==> src/rtl/shaper_pkg.sv <==
// constants and carrier types for the root-raised-cosine bit shaper
package shaper_pkg;

  // timing: 100 MHz system clock
  localparam int unsigned CLK_HZ         = 100_000_000;
  localparam int unsigned BIT_RATE_BPS   = 4800;
  localparam int unsigned SAMPLE_RATE_HZ = 43_200;
  localparam int unsigned SAMPLES_PER_BIT = SAMPLE_RATE_HZ / BIT_RATE_BPS;
  // cycles between sample ticks, rounded down (error well inside 3 %)
  localparam int unsigned SAMPLE_CYCLES  = CLK_HZ / SAMPLE_RATE_HZ;

  // filter geometry
  localparam int unsigned NUM_TAPS  = 72;
  localparam int unsigned COEF_W    = 16;
  localparam int unsigned ACC_W     = 32;
  localparam int unsigned OUT_W     = 16;
  localparam int unsigned DAC_W     = 12;
  localparam int unsigned FRAC_BITS = 15;

  // full-scale input levels for a one and a zero
  localparam logic signed [15:0] LEVEL_ONE  = 16'sh7fff;
  localparam logic signed [15:0] LEVEL_ZERO = -16'sh7fff;

  // reset values
  localparam logic [ACC_W-1:0] ACC_RST  = 32'h0000_0000;
  localparam logic [DAC_W-1:0] DAC_RST  = 12'h800;
  localparam logic [OUT_W-1:0] OUT_RST  = 16'h0000;

  // upstream byte stream
  typedef struct packed {
    logic       valid;
    logic [7:0] data;
  } byte_in_t;

  // converter output
  typedef struct packed {
    logic             strobe;
    logic [DAC_W-1:0] code;
  } dac_out_t;

endpackage

==> src/rtl/rrc_fsk_pulse_shaper.sv <==
// root-raised-cosine shaper: byte serialiser, 72-tap fir and dac code
//
// Behaviour
// Frame bytes are consumed msb first, starting with the first preamble byte.
// Bits leave as one unbroken nrz stream, each held a full bit period with no gaps.
// The bit rate is 4800 bit/s within three percent.
// The nrz stream is shaped by a root-raised-cosine filter, T of 1/4800 s, roll-off 0.96.
// The filter is a 71st-order fir with 72 taps over a delay line of input samples.
// One output sample is made per 43.2 kHz tick, nine per bit.
// Products add in a 32-bit accumulator rounded to 16 bits once per sample.
// Tap weights are the fixed symmetric q15 table in order, centre 4595, ends -18; the code's tap 71 is -9.
// Each output sample is delivered as a 12-bit converter code.
// Any shaping structure is fine if its responses match the specified filter.
// A digital fir realisation is recommended but optional.
// The source opens each frame with the 48-bit correlation pattern, sync word, payload.
// No start, stop or separator bits sit between bytes or blocks.
// A bit maps to plus or minus full scale, held nine ticks before the next is asked for.
// The 16-bit result keeps its upper twelve bits, offset binary if asked.
`timescale 1ns/1ps

module rrc_fsk_pulse_shaper
  import shaper_pkg::*;
#(
  parameter int unsigned SAMPLE_DIV  = SAMPLE_CYCLES,
  parameter bit          DAC_OFFSET  = 1'b1
)(
  // clock and reset
  input  wire logic                clock,
  input  wire logic                sys_rst,
  // byte stream from the frame encoder
  input  wire shaper_pkg::byte_in_t byte_in,
  output      logic                byte_ready,
  // status
  output      logic                underrun,
  // converter side
  output      shaper_pkg::dac_out_t dac_out,
  output      logic signed [15:0]  sample_out
);
  import shaper_pkg::*;

  // ---------------------------------------------------------------
  // coefficient table
  // ---------------------------------------------------------------
  function automatic logic signed [COEF_W-1:0] coef(input int unsigned i);
    logic signed [COEF_W-1:0] t [0:35];
    int unsigned k;
    t = '{-16'sd18, -16'sd9, 16'sd5, 16'sd18, 16'sd23, 16'sd17, 16'sd1, -16'sd17,
          -16'sd31, -16'sd33, -16'sd19, 16'sd5, 16'sd31, 16'sd45, 16'sd38, 16'sd11,
          -16'sd30, -16'sd65, -16'sd77, -16'sd54, 16'sd1, 16'sd70, 16'sd122, 16'sd124,
          16'sd55, -16'sd76, -16'sd228, -16'sd332, -16'sd302, -16'sd62, 16'sd431,
          16'sd1163, 16'sd2062, 16'sd3001, 16'sd3827, 16'sd4394};
    k = 0;
    // the set mirrors about tap 36 (4595); taps 37..71 reuse 35..1 and tap 0 stands alone
    if (i == 36)
      coef = 16'sd4595;
    else if (i < 36)
      coef = t[i];
    else
    begin
      k = 72 - i;
      coef = t[k];
    end
  endfunction

  // ---------------------------------------------------------------
  // sample tick
  // ---------------------------------------------------------------
  logic [15:0] div_r;
  logic        tick;

  assign tick = (div_r == 16'((SAMPLE_DIV - 1)));

  always_ff @(posedge clock or posedge sys_rst)
  begin
    if (sys_rst)
      div_r <= 16'h0000;
    else if (tick)
      div_r <= 16'h0000;
    else
      div_r <= div_r + 16'h0001;
  end

  // ---------------------------------------------------------------
  // serialiser: msb first, nine ticks per bit, no gaps
  // ---------------------------------------------------------------
  logic [7:0] shift_r;
  logic [2:0] bitcnt_r;
  logic [3:0] phase_r;
  logic       have_r;
  logic       bit_end;
  logic       need_byte;

  assign bit_end   = tick && (phase_r == 4'(SAMPLES_PER_BIT - 1));
  assign need_byte = !have_r || (bit_end && bitcnt_r == 3'h7);
  // ready only at the moment a fresh byte is needed, so the next byte follows directly
  assign byte_ready = need_byte;

  // held at zero while idle so the first bit of a frame gets all nine ticks
  always_ff @(posedge clock or posedge sys_rst)
  begin
    if (sys_rst)
      phase_r <= 4'h0;
    else if (!have_r)
      phase_r <= 4'h0;
    else if (tick)
      phase_r <= bit_end ? 4'h0 : phase_r + 4'h1;
  end

  always_ff @(posedge clock or posedge sys_rst)
  begin
    if (sys_rst)
    begin
      shift_r  <= 8'h00;
      bitcnt_r <= 3'h0;
      have_r   <= 1'b0;
    end
    else if (need_byte)
    begin
      have_r   <= byte_in.valid;
      shift_r  <= byte_in.data;
      bitcnt_r <= 3'h0;
    end
    else if (bit_end)
    begin
      shift_r  <= {shift_r[6:0], 1'b0};
      bitcnt_r <= bitcnt_r + 3'h1;
    end
  end

  // a stall mid-frame would break the nrz stream; flag it for the framer
  always_ff @(posedge clock or posedge sys_rst)
  begin
    if (sys_rst)
      underrun <= 1'b0;
    else
      underrun <= have_r && need_byte && !byte_in.valid;
  end

  // ---------------------------------------------------------------
  // delay line and serial mac, one tap per clock
  // ---------------------------------------------------------------
  logic signed [15:0]      level;
  logic signed [15:0]      line_r [0:NUM_TAPS-1];
  logic signed [ACC_W-1:0] acc_r;
  logic [6:0]              tap_r;
  logic                    busy_r;
  logic signed [ACC_W-1:0] prod;
  logic signed [ACC_W-1:0] rnd;

  // idle (no byte) sends mid-scale so the filter rings down cleanly
  assign level = !have_r ? 16'sh0000 : (shift_r[7] ? LEVEL_ONE : LEVEL_ZERO);
  assign prod  = ACC_W'(line_r[tap_r] * coef(int'(tap_r)));

  always_ff @(posedge clock or posedge sys_rst)
  begin
    if (sys_rst)
      for (int i = 0; i < NUM_TAPS; i++)
        line_r[i] <= 16'sh0000;
    else if (tick)
    begin
      line_r[0] <= level;
      for (int i = 1; i < NUM_TAPS; i++)
        line_r[i] <= line_r[i-1];
    end
  end

  always_ff @(posedge clock or posedge sys_rst)
  begin
    if (sys_rst)
    begin
      acc_r  <= ACC_RST;
      tap_r  <= 7'h00;
      busy_r <= 1'b0;
    end
    else if (tick)
    begin
      acc_r  <= ACC_RST;
      tap_r  <= 7'h00;
      busy_r <= 1'b1;
    end
    else if (busy_r)
    begin
      acc_r <= acc_r + prod;
      tap_r <= tap_r + 7'h01;
      if (tap_r == 7'(NUM_TAPS - 1))
        busy_r <= 1'b0;
    end
  end

  // ---------------------------------------------------------------
  // rounding and converter code
  // ---------------------------------------------------------------
  logic done_r;
  logic signed [15:0] q16;

  assign rnd = acc_r + (32'sh1 <<< (FRAC_BITS - 1));
  assign q16 = rnd[FRAC_BITS +: OUT_W];

  always_ff @(posedge clock or posedge sys_rst)
  begin
    if (sys_rst)
      done_r <= 1'b0;
    else
      done_r <= busy_r && (tap_r == 7'(NUM_TAPS - 1));
  end

  always_ff @(posedge clock or posedge sys_rst)
  begin
    if (sys_rst)
    begin
      sample_out     <= OUT_RST;
      dac_out.code   <= DAC_OFFSET ? DAC_RST : 12'h000;
      dac_out.strobe <= 1'b0;
    end
    else
    begin
      dac_out.strobe <= done_r;
      if (done_r)
      begin
        sample_out   <= q16;
        dac_out.code <= {q16[15] ^ DAC_OFFSET, q16[14:4]};
      end
    end
  end

endmodule

==> config.mk <==
export PLATFORM = sky130hd
export DESIGN_NAME = rrc_fsk_pulse_shaper
export DESIGN_NICKNAME = d
export VERILOG_FILES = /design/src/rtl/shaper_pkg.sv /design/src/rtl/rrc_fsk_pulse_shaper.sv
export SDC_FILE = /design/constraint.sdc
export NUM_CORES = 1
export LEC_CHECK = 0
export BUFFER_PORTS_ARGS = -buffer_cell sky130_fd_sc_hd__buf_2
export CORE_MARGIN = 5
export CORE_UTILIZATION = 61
export CTS_CLUSTER_DIAMETER = 80
export DETAILED_ROUTE_END_ITERATION = 10
export PLACE_DENSITY = 0.74
export SYNTH_ARGS = -nofsm -noshare
export SYNTH_HDL_FRONTEND = slang
export SYNTH_SLANG_ARGS = --single-unit
==> constraint.sdc <==
create_clock -name clock -period 15.4 [get_ports clock]
set_input_delay 3.08 -clock clock [delete_from_list [all_inputs] [get_ports clock]]
set_output_delay 3.08 -clock clock [all_outputs]
set_load 0.1 [all_outputs]
# Word-level counts from Yosys, hierarchy flattened
# Memories as Yosys holds them, arrays and structs flattened.
# Cells that the tools add are included.
# op_classes
add_sub_neg	7
mul	1
order_cmp	4
eq_ne	6
n_mux	26
bitwise_logic	4
n_reduce_logical	10
# op_table
operator	count
$mux W16	11
$bmux W16 S7	1
$ge A33 B7 Y1 const B	2
$mux W32	2
$not A32 Y33	1
$not A7 Y33	1
$add A32 B32 Y32	1
$mul A16 B16 Y32	1
$add A31 B16 Y31 const B	1
$add A16 B1 Y16 const B	1
$eq A16 B12 Y1 const B	1
$mux W8	2
$mux W7	2
$mux W4	3
$ge A8 B8 Y1 const B	1
$not A7 Y8	1
$sub A7 B7 Y8 const A	1
$add A7 B1 Y7 const B	1
$eq A7 B6 Y1 const B	1
$eq A7 B7 Y1 const B	1
$lt A7 B6 Y1 const B	1
$mux W3	2
$logic_and A1 B1 Y1	5
$add A4 B1 Y4 const B	1
other kinds (9)	13
# totals
register_bits	1255
rom_bits	2048
wordCells	145
mem_count	2
# mem_list
name	words	word_bits	read_ports	rd_ports_with_merged_regs	wr	line	text
(no name shown)	64	16	1	0	0	rrc_fsk_pulse_shaper.sv:61	coef = t[k];
(no name shown)	64	16	1	0	0	rrc_fsk_pulse_shaper.sv:57	coef = t[i];

# Longest topological paths before layout
# Gate-level depths: netlist of run 1.
# logic_depth
ltp_word	11
depth_mapped	40
depth_no_buf	34

# Worst setup path after synthesis of run 1
# Ideal clock, no wire load.
# synth_timing
path_kind	flip-flop to flip-flop
from	register tap_r[0]
to	register acc_r[29]
setup_ns	0.127
arrival_time_ns	9.185
t_required_ns	15.273
path_slack_ns	6.087
path_stages_with_launch	40
path_buffers	8
synth_period_minus_slack_ns	9.313
cell_sequence	dfrtp_1 -> buf_4 -> buf_4 -> buf_6 -> buf_4 -> buf_2 -> inv_1 -> ha_1 -> clkinv_1 -> ha_1 -> clkbuf_1 -> clkbuf_1 -> clkbuf_1 -> a32o_1 -> a2111oi_0 -> a211oi_1 -> nor2_1 -> nor2_1 -> [... 4 more ...] -> fa_1 -> inv_1 -> fa_1 -> inv_1 -> fa_1 -> inv_1 -> fa_1 -> inv_1 -> ha_1 -> a21oi_1 -> o21bai_1 -> a221oi_1 -> nand2_1 -> o21ai_0 -> o21ai_0 -> a31oi_1 -> xor2_1 -> o21ai_0
# synth_between
elab_chain_cells	11
elab_cells_between_ends	21
# synth_rtl
element	line	text
start: declaration	rrc_fsk_pulse_shaper.sv:145	logic [6:0] tap_r;
start signal: assignment	rrc_fsk_pulse_shaper.sv:184	tap_r <= tap_r + 7'h01;
$sub A7 B7 Y8	rrc_fsk_pulse_shaper.sv:60	k = 72 - i;
$not A32 Y33 (not written as such)	rrc_fsk_pulse_shaper.sv:61	
$mem_v2 Z64 W16	n/a	
$mux W16 (not written as such) (2 in a row)	rrc_fsk_pulse_shaper.sv:61	
$mux W16	rrc_fsk_pulse_shaper.sv:56	else if (i < 36)
$mux W16	rrc_fsk_pulse_shaper.sv:54	if (i == 36)
$mul A16 B16 Y32 *	rrc_fsk_pulse_shaper.sv:152	assign prod = ACC_W'(line_r[tap_r] * coef(int'(tap_r)));
$add A32 B32 Y32 *	rrc_fsk_pulse_shaper.sv:183	acc_r <= acc_r + prod;
$mux W32 *	rrc_fsk_pulse_shaper.sv:181	else if (busy_r)
$mux W32 *	rrc_fsk_pulse_shaper.sv:175	else if (tick)
end signal: assignment	rrc_fsk_pulse_shaper.sv:183	
end: declaration	rrc_fsk_pulse_shaper.sv:144	logic signed [ACC_W-1:0] acc_r;
# Every way passes the cells marked *; elsewhere a longest branch is shown, timed or not. The select of a mux whose other input is x is not followed.
# A chain may end at the register's enable or synchronous reset.

# Final worst setup path of run 1
# layout_timing
from	register tap_r[2]
to	register acc_r[29]
# Same word-level chain as after synthesis.

==> impl_results.md, run 1 <==
- Library cells used by synthesis: 79
- Area Growth Syn to Fin: 6.72%
- DRT Pass-1 Iters: 5
- Die Wd: 206 um
- Most frequent cells in the layout: 746 x nand2_1, 302 x dfrtp_1, 299 x inv_1
- First-pass GRT wire length: 92700 um
- Slew HR: 0.250
- GRT Total Usage: 0.270
- Setup TNS: 0 ns
- Wirelength per Cell: 17.8 um
- PortBufs: 41
- Gate power share: 0.010
- Final ANT Viol Nets: 0
- Net Sw Power: 354 uW
- Vias in the first global route: 17900
- Routed WL: 54400 um
- Ys Warns: 0
- Slew Viols, Final: 0
- Seq cells post-synth: 307
- Core area: 0.0378 mm2
- Hold Fails Final Rpt: 0
- Root Buffer: clkbuf_16
- DRC: 0
- Die footprint: 0.0424 mm2
- Max IR drop VDD: 84.5 uV
- Fin cells: 3057
- DR vias/cell: 5.67
- CTS Buffer Depth: 3
- Kind of cell adding the most delay to the critical path: adder cells
- Io pins: 42
- Htree depth: 2
- Critical path capture point type: flip-flop
- Overall power: 1690 uW
- CTS buffer count: 34
- Vias: 17300
- Final Cycle Share: 0.724
- # diodes: 0
- Max Fclk: 89.7 MHz
- Fill count: 3032
- Final net count: 2845
- Reg power frac: 0.477
- Number of synthesized flops with an enable pin: 0
- RSZ-0062 raised after global routing: no
- Mean Syn Cell Area: 9.16 um2
- Placed instance count: 2998
- Number of setup buffers added after CTS: 0
- Worst hold path class: flip-flop to flip-flop
- CP arrival: 11.55 ns
- Critical-path top delay cell: ha_1
- CP bufs+invs: 7
- Leak Pwr: 0.0133 uW
- Rows: 71
- Worst-Skew Late Latency: 0.54 ns
- Post-synth ARST share: 1.00
- Cells after synthesis: 2558
- Status: finished clean
- Layout cells sized above 1: 0.0884
- Initial DRC count: 1506
- Max Cap Viol: 0
- Internal: 1340 uW
- Min cycle time layout: 11.14 ns
- Register area share after synthesis: 0.328
- Resize count post-CTS: 0
- Final setup viols: 0
- Initial antenna violation count: 0
- CTS tree: built
- Starting Density: 0.621
- Cell area power density: 67.6 mW/mm2
- CP required: 15.80 ns
- Syn_nets: 2880
- Slew @ Worst Pin: 1.13 ns
- WHS: 0.466 ns
- CP peak stage delay: 0.92 ns
- Top FF cell, synth: dfrtp_1
- Post-detail-place hpwl: 39100 um
- Mapped cell area: 0.0234 mm2
- Grt ovf: 0
- Worst Clk Skew: 0.0197 ns
- Clock power frac: 0.512
- Final Util: 0.662
- Worst Path Max Fanout: 56
- Post-CTS Hold Buffers: 0
- CP Launch Type: flip-flop
- Critical path type: flip-flop to flip-flop
- Chip height: 206 um
- Worst-path clk slew: 0.06 ns
- Sw Share: 0.209
- GPL Wtd Cong: 0.959
- Largest net degree at the start of global routing: 201
- Clk sink count: 307
- Most common cell after layout, fill and taps aside: nand2_1
power by group through the flow:
stage | clock network [uW] | registers [uW] | logic, uW
global placement | 0 | 821 | 18.4
floorplan | 0 | 822 | 11.7
detailed placement | 0 | 821 | 18.8
CTS | 886 | 807 | 18.8
finish | 866 | 807 | 17.4
global route | 919 | 806 | 21.4
registers in the layout, indices dropped and copies added (netlist names):
signal,count
acc_r,31
bitcnt_r,3
busy_r,1
dac_out,13
div_r,16
done_r,1
have_r,1
line_r,216
phase_r,4
sample_out,5
shift_r,8
tap_r,7
underrun,1
Yosys cell counts, drive strengths merged, types with 30 or more instances:
cell type,instances,area share
o21ai,61,0.013
ha,133,0.071
clkbuf,80,0.013
nor2,132,0.021
a21oi,73,0.016
nand2,746,0.12
xor2,31,0.012
fa,178,0.15
dfrtp,306,0.33
inv,304,0.049
mux2i,36,0.015
buf,51,0.014
mux4,64,0.062
nand3,39,0.0083
xnor2,60,0.022
a21o,30,0.0096
stage by stage:
stage          worst slack, ns  instance area [um2]
2_1_floorplan             3.83                23400
3_3_place_gp              4.84                23800
3_5_place_dp              4.62                23800
4_1_cts                   4.57                25000
5_1_grt                   3.43                25000
6_report                  4.26                25000
final timing paths:
| path | startpoint | to | slack, ns | depth (start not counted) |
|---|---|---|---|---|
| max | tap_r[2] | acc_r[29] | 4.26 | 29 |
| min | dac_out[11] | dac_out[11] | 0.47 | 2 |
| max reg2reg | tap_r[2] | acc_r[29] | 4.26 | 29 |
| min reg2reg | dac_out[11] | dac_out[11] | 0.47 | 2 |
| max in group asynchronous | sys_rst | acc_r[21] | 10.53 | 4 |
| min in group asynchronous | sys_rst | line_r[382] | 2.61 | 2 |
metal layers:
layer  track usage  wire, um  part of all wire
met2         0.414     24500              0.45
met3        0.0463      3380             0.062
met1         0.406     25200              0.46
met5             0         0                 0
met4        0.0711      1230             0.023
worst min-delay path: stages (launching register included):
cell,delay (ns)
dfstp_2,0.36
inv_1,0.04
o21ai_0,0.06
cell families (layout without fill, tap and decap cells):
group                      after synthesis  after routing  share of synthesized area
DFF                                    307            307                      0.328
adders and majority gates              313            313                      0.224
AOI/OAI and AO/OA                      279            279                     0.0804
xor gates and xnor gates                91             91                     0.0340
buffers and inverters                  439            427                     0.0765
muxes                                  103            103                     0.0783
and+or+nand+nor                       1026           1026                      0.179
cell type report:
class / count / area (um2) / share of cell area
inverter: 308 / 1160 / 0.0465
clock buffer: 48 / 1010 / 0.0406
tap: 511 / 639 / 0.0256
multi-input combinational: 1812 / 14000 / 0.558
clock inverter: 11 / 180 / 0.00721
sequential: 307 / 7690 / 0.308
timing repair buffer: 60 / 360 / 0.0144
No activity file was read; power rests on OpenSTA's default activity.
==> inputs of run 2 (changes only) <==
--- a/config.mk
+++ b/config.mk
@@ -7,10 +7,10 @@
 export LEC_CHECK = 0
 export BUFFER_PORTS_ARGS = -buffer_cell sky130_fd_sc_hd__buf_2
 export CORE_MARGIN = 5
-export CORE_UTILIZATION = 61
+export CORE_UTILIZATION = 59
 export CTS_CLUSTER_DIAMETER = 80
 export DETAILED_ROUTE_END_ITERATION = 10
-export PLACE_DENSITY = 0.74
+export PLACE_DENSITY = 0.75
 export SYNTH_ARGS = -nofsm -noshare
 export SYNTH_HDL_FRONTEND = slang
 export SYNTH_SLANG_ARGS = --single-unit
==> constraint.sdc (replaced) <==
create_clock -name clock -period 9.7 [get_ports clock]
set_input_delay 1.94 -clock clock [delete_from_list [all_inputs] [get_ports clock]]
set_output_delay 1.94 -clock clock [all_outputs]
set_load 0.1 [all_outputs]
==> impl_results.md, run 2 (synthesized netlist as in run 1, its figures left out) <==
- Status: finished clean
- GRT Total Usage: 0.254
- Leak Pwr: 0.0134 uW
- Worst Clk Skew: 0.0221 ns
- Net Sw Power: 560 uW
- Reg2Reg Depth: 31
- Slew HR: 0.339
- Io pins: 42
- Area Growth Syn to Fin: 7.82%
- Max Cap Viol: 0
- Largest regs: line_r: 216 flops, acc_r: 31 flops, div_r: 16 flops
- Vias: 17500
- Slew @ Worst Pin: 0.991 ns
- Grt ovf: 0
- Setup TNS: 0 ns
- Initial antenna violation count: 0
- Die footprint: 0.0438 mm2
- GPL Wtd Cong: 0.944
- # diodes: 0
- Vias in the first global route: 18100
- Layout cells sized above 1: 0.101
- DRC: 0
- Hold Crit Start: div_r[15]
- CP peak stage delay: 0.63 ns
- CP required: 10.12 ns
- Final ANT Viol Nets: 0
- Reg power frac: 0.487
- Critical path capture point type: flip-flop
- Clock power frac: 0.502
- Rows: 73
- Clk sink count: 307
- CTS buffer count: 35
- Most used cell, CP: fa_1
- CP Launch Type: flip-flop
- Slew Viols, Final: 0
- Most frequent cells in the layout: 745 x nand2_1, 302 x dfrtp_1, 299 x inv_1
- First-pass GRT wire length: 91900 um
- DRT Pass-1 Iters: 6
- Routed WL: 54000 um
- Post-CTS Hold Buffers: 0
- Origin of the worst setup path: tap_r[0]
- Largest net degree at the start of global routing: 179
- Hold Fails Final Rpt: 0
- Cell area power density: 104 mW/mm2
- CP arrival: 9.59 ns
- Worst hold path class: flip-flop to flip-flop
- WHS: 0.472 ns
- CTS tree: built
- Fill count: 3179
- Starting Density: 0.592
- Final setup viols: 0
- Worst Path Max Fanout: 21
- Wirelength per Cell: 17.4 um
- CTS Buffer Depth: 3
- Kind of cell adding the most delay to the critical path: adder cells
- Sw Share: 0.213
- Max FFs per register: 216
- Most common cell after layout, fill and taps aside: nand2_1
- Min cycle time layout: 9.18 ns
- Reg2reg setup slack: 0.52 ns
- DR vias/cell: 5.66
- Chip height: 209 um
- Final net count: 2871
- Worst setup path endpoint: acc_r[29]
- Overall power: 2630 uW
- Critical-path top delay cell: dfrtp_4
- Htree depth: 2
- Gate power share: 0.010
- RR Startpoint: tap_r[0]
- Worst-path clk slew: 0.06 ns
- Core area: 0.0395 mm2
- RSZ-0062 raised after global routing: no
- Critical path type: flip-flop to flip-flop
- Crit path depth: 31
- Max Fclk: 109 MHz
- Top reg by flops: line_r
- Max IR drop VDD: 115 uV
- Worst-Skew Late Latency: 0.55 ns
- Reg2reg end: acc_r[29]
- Post-detail-place hpwl: 39100 um
- Die Wd: 209 um
- Initial DRC count: 1647
- Final Cycle Share: 0.946
- CP bufs+invs: 6
- Root Buffer: clkbuf_16
- PortBufs: 41
- Internal: 2070 uW
[run 2: cell count changes in the layout (fill, tap and decap cells not counted), moves of 3 or more]
cell and change:
clkinv_2 +3, buf_12 +3, buf_4 +22, clkbuf_1 +3, clkbuf_8 -5
[run 2: what timing repair did]
item,CTS,global route
endpoints found under the hold margin,0,0
resized for setup,0,17
endpoints found under the setup margin,0,9
setup buffers,0,1
[run 2: metrics by stage]
step	setup WS, ns	cell area [um2]	utilization	std cells
floorplan	0.387	23400	-	2558
global placement	0.404	24000	0.608	3036
detailed placement	0.285	24000	0.608	3036
CTS	0.241	25200	0.636	3097
global route	0.0366	25300	0.639	3098
finish	0.523	25300	0.639	3098
[run 2: worst min-delay path by stage]
stage / to / cells after the start
global route: dac_out[11] / 2
finish: div_r[15] / 1
detailed placement: div_r[15] / 1
global placement: line_r[15] / 2
CTS: dac_out[11] / 2
floorplan: dac_out[12] / 0
[run 2: power by group through the flow]
| stage | logic, uW | registers [uW] | clock network (uW) |
|---|---|---|---|
| after floorplan | 18.8 | 1300 | 0 |
| after global placement | 28.8 | 1300 | 0 |
| after detailed placement | 29.4 | 1300 | 0 |
| after CTS | 29.5 | 1280 | 1350 |
| after global routing | 33.7 | 1280 | 1400 |
| final | 27.5 | 1280 | 1320 |
[run 2: worst reg2reg max path: cells and delay by family, from the launching register on]
family | cells | cell delay [ns]
adder cells (fa/ha/maj) | 9 | 4.01
AO/OA/AOI/OAI | 10 | 2.60
AND/OR/NAND/NOR | 4 | 0.80
buffers and inverters | 6 | 0.64
flip-flops | 1 | 0.63
XOR/XNOR | 2 | 0.37
[run 2: cell type report]
type                       count  area, um2  share of cell area
clock buffer                  46        957              0.0379
tap                          525        657              0.0260
multi-input combinational   1812      14000               0.555
sequential                   307       7700               0.305
inverter                     308       1160              0.0461
timing repair buffer          85        586              0.0232
clock inverter                15        184             0.00728
[run 2: layer usage]
metal	global-route usage	wire, um
met5	0	0
met4	0.0761	1430
met3	0.0439	3550
met2	0.396	25100
met1	0.370	23900
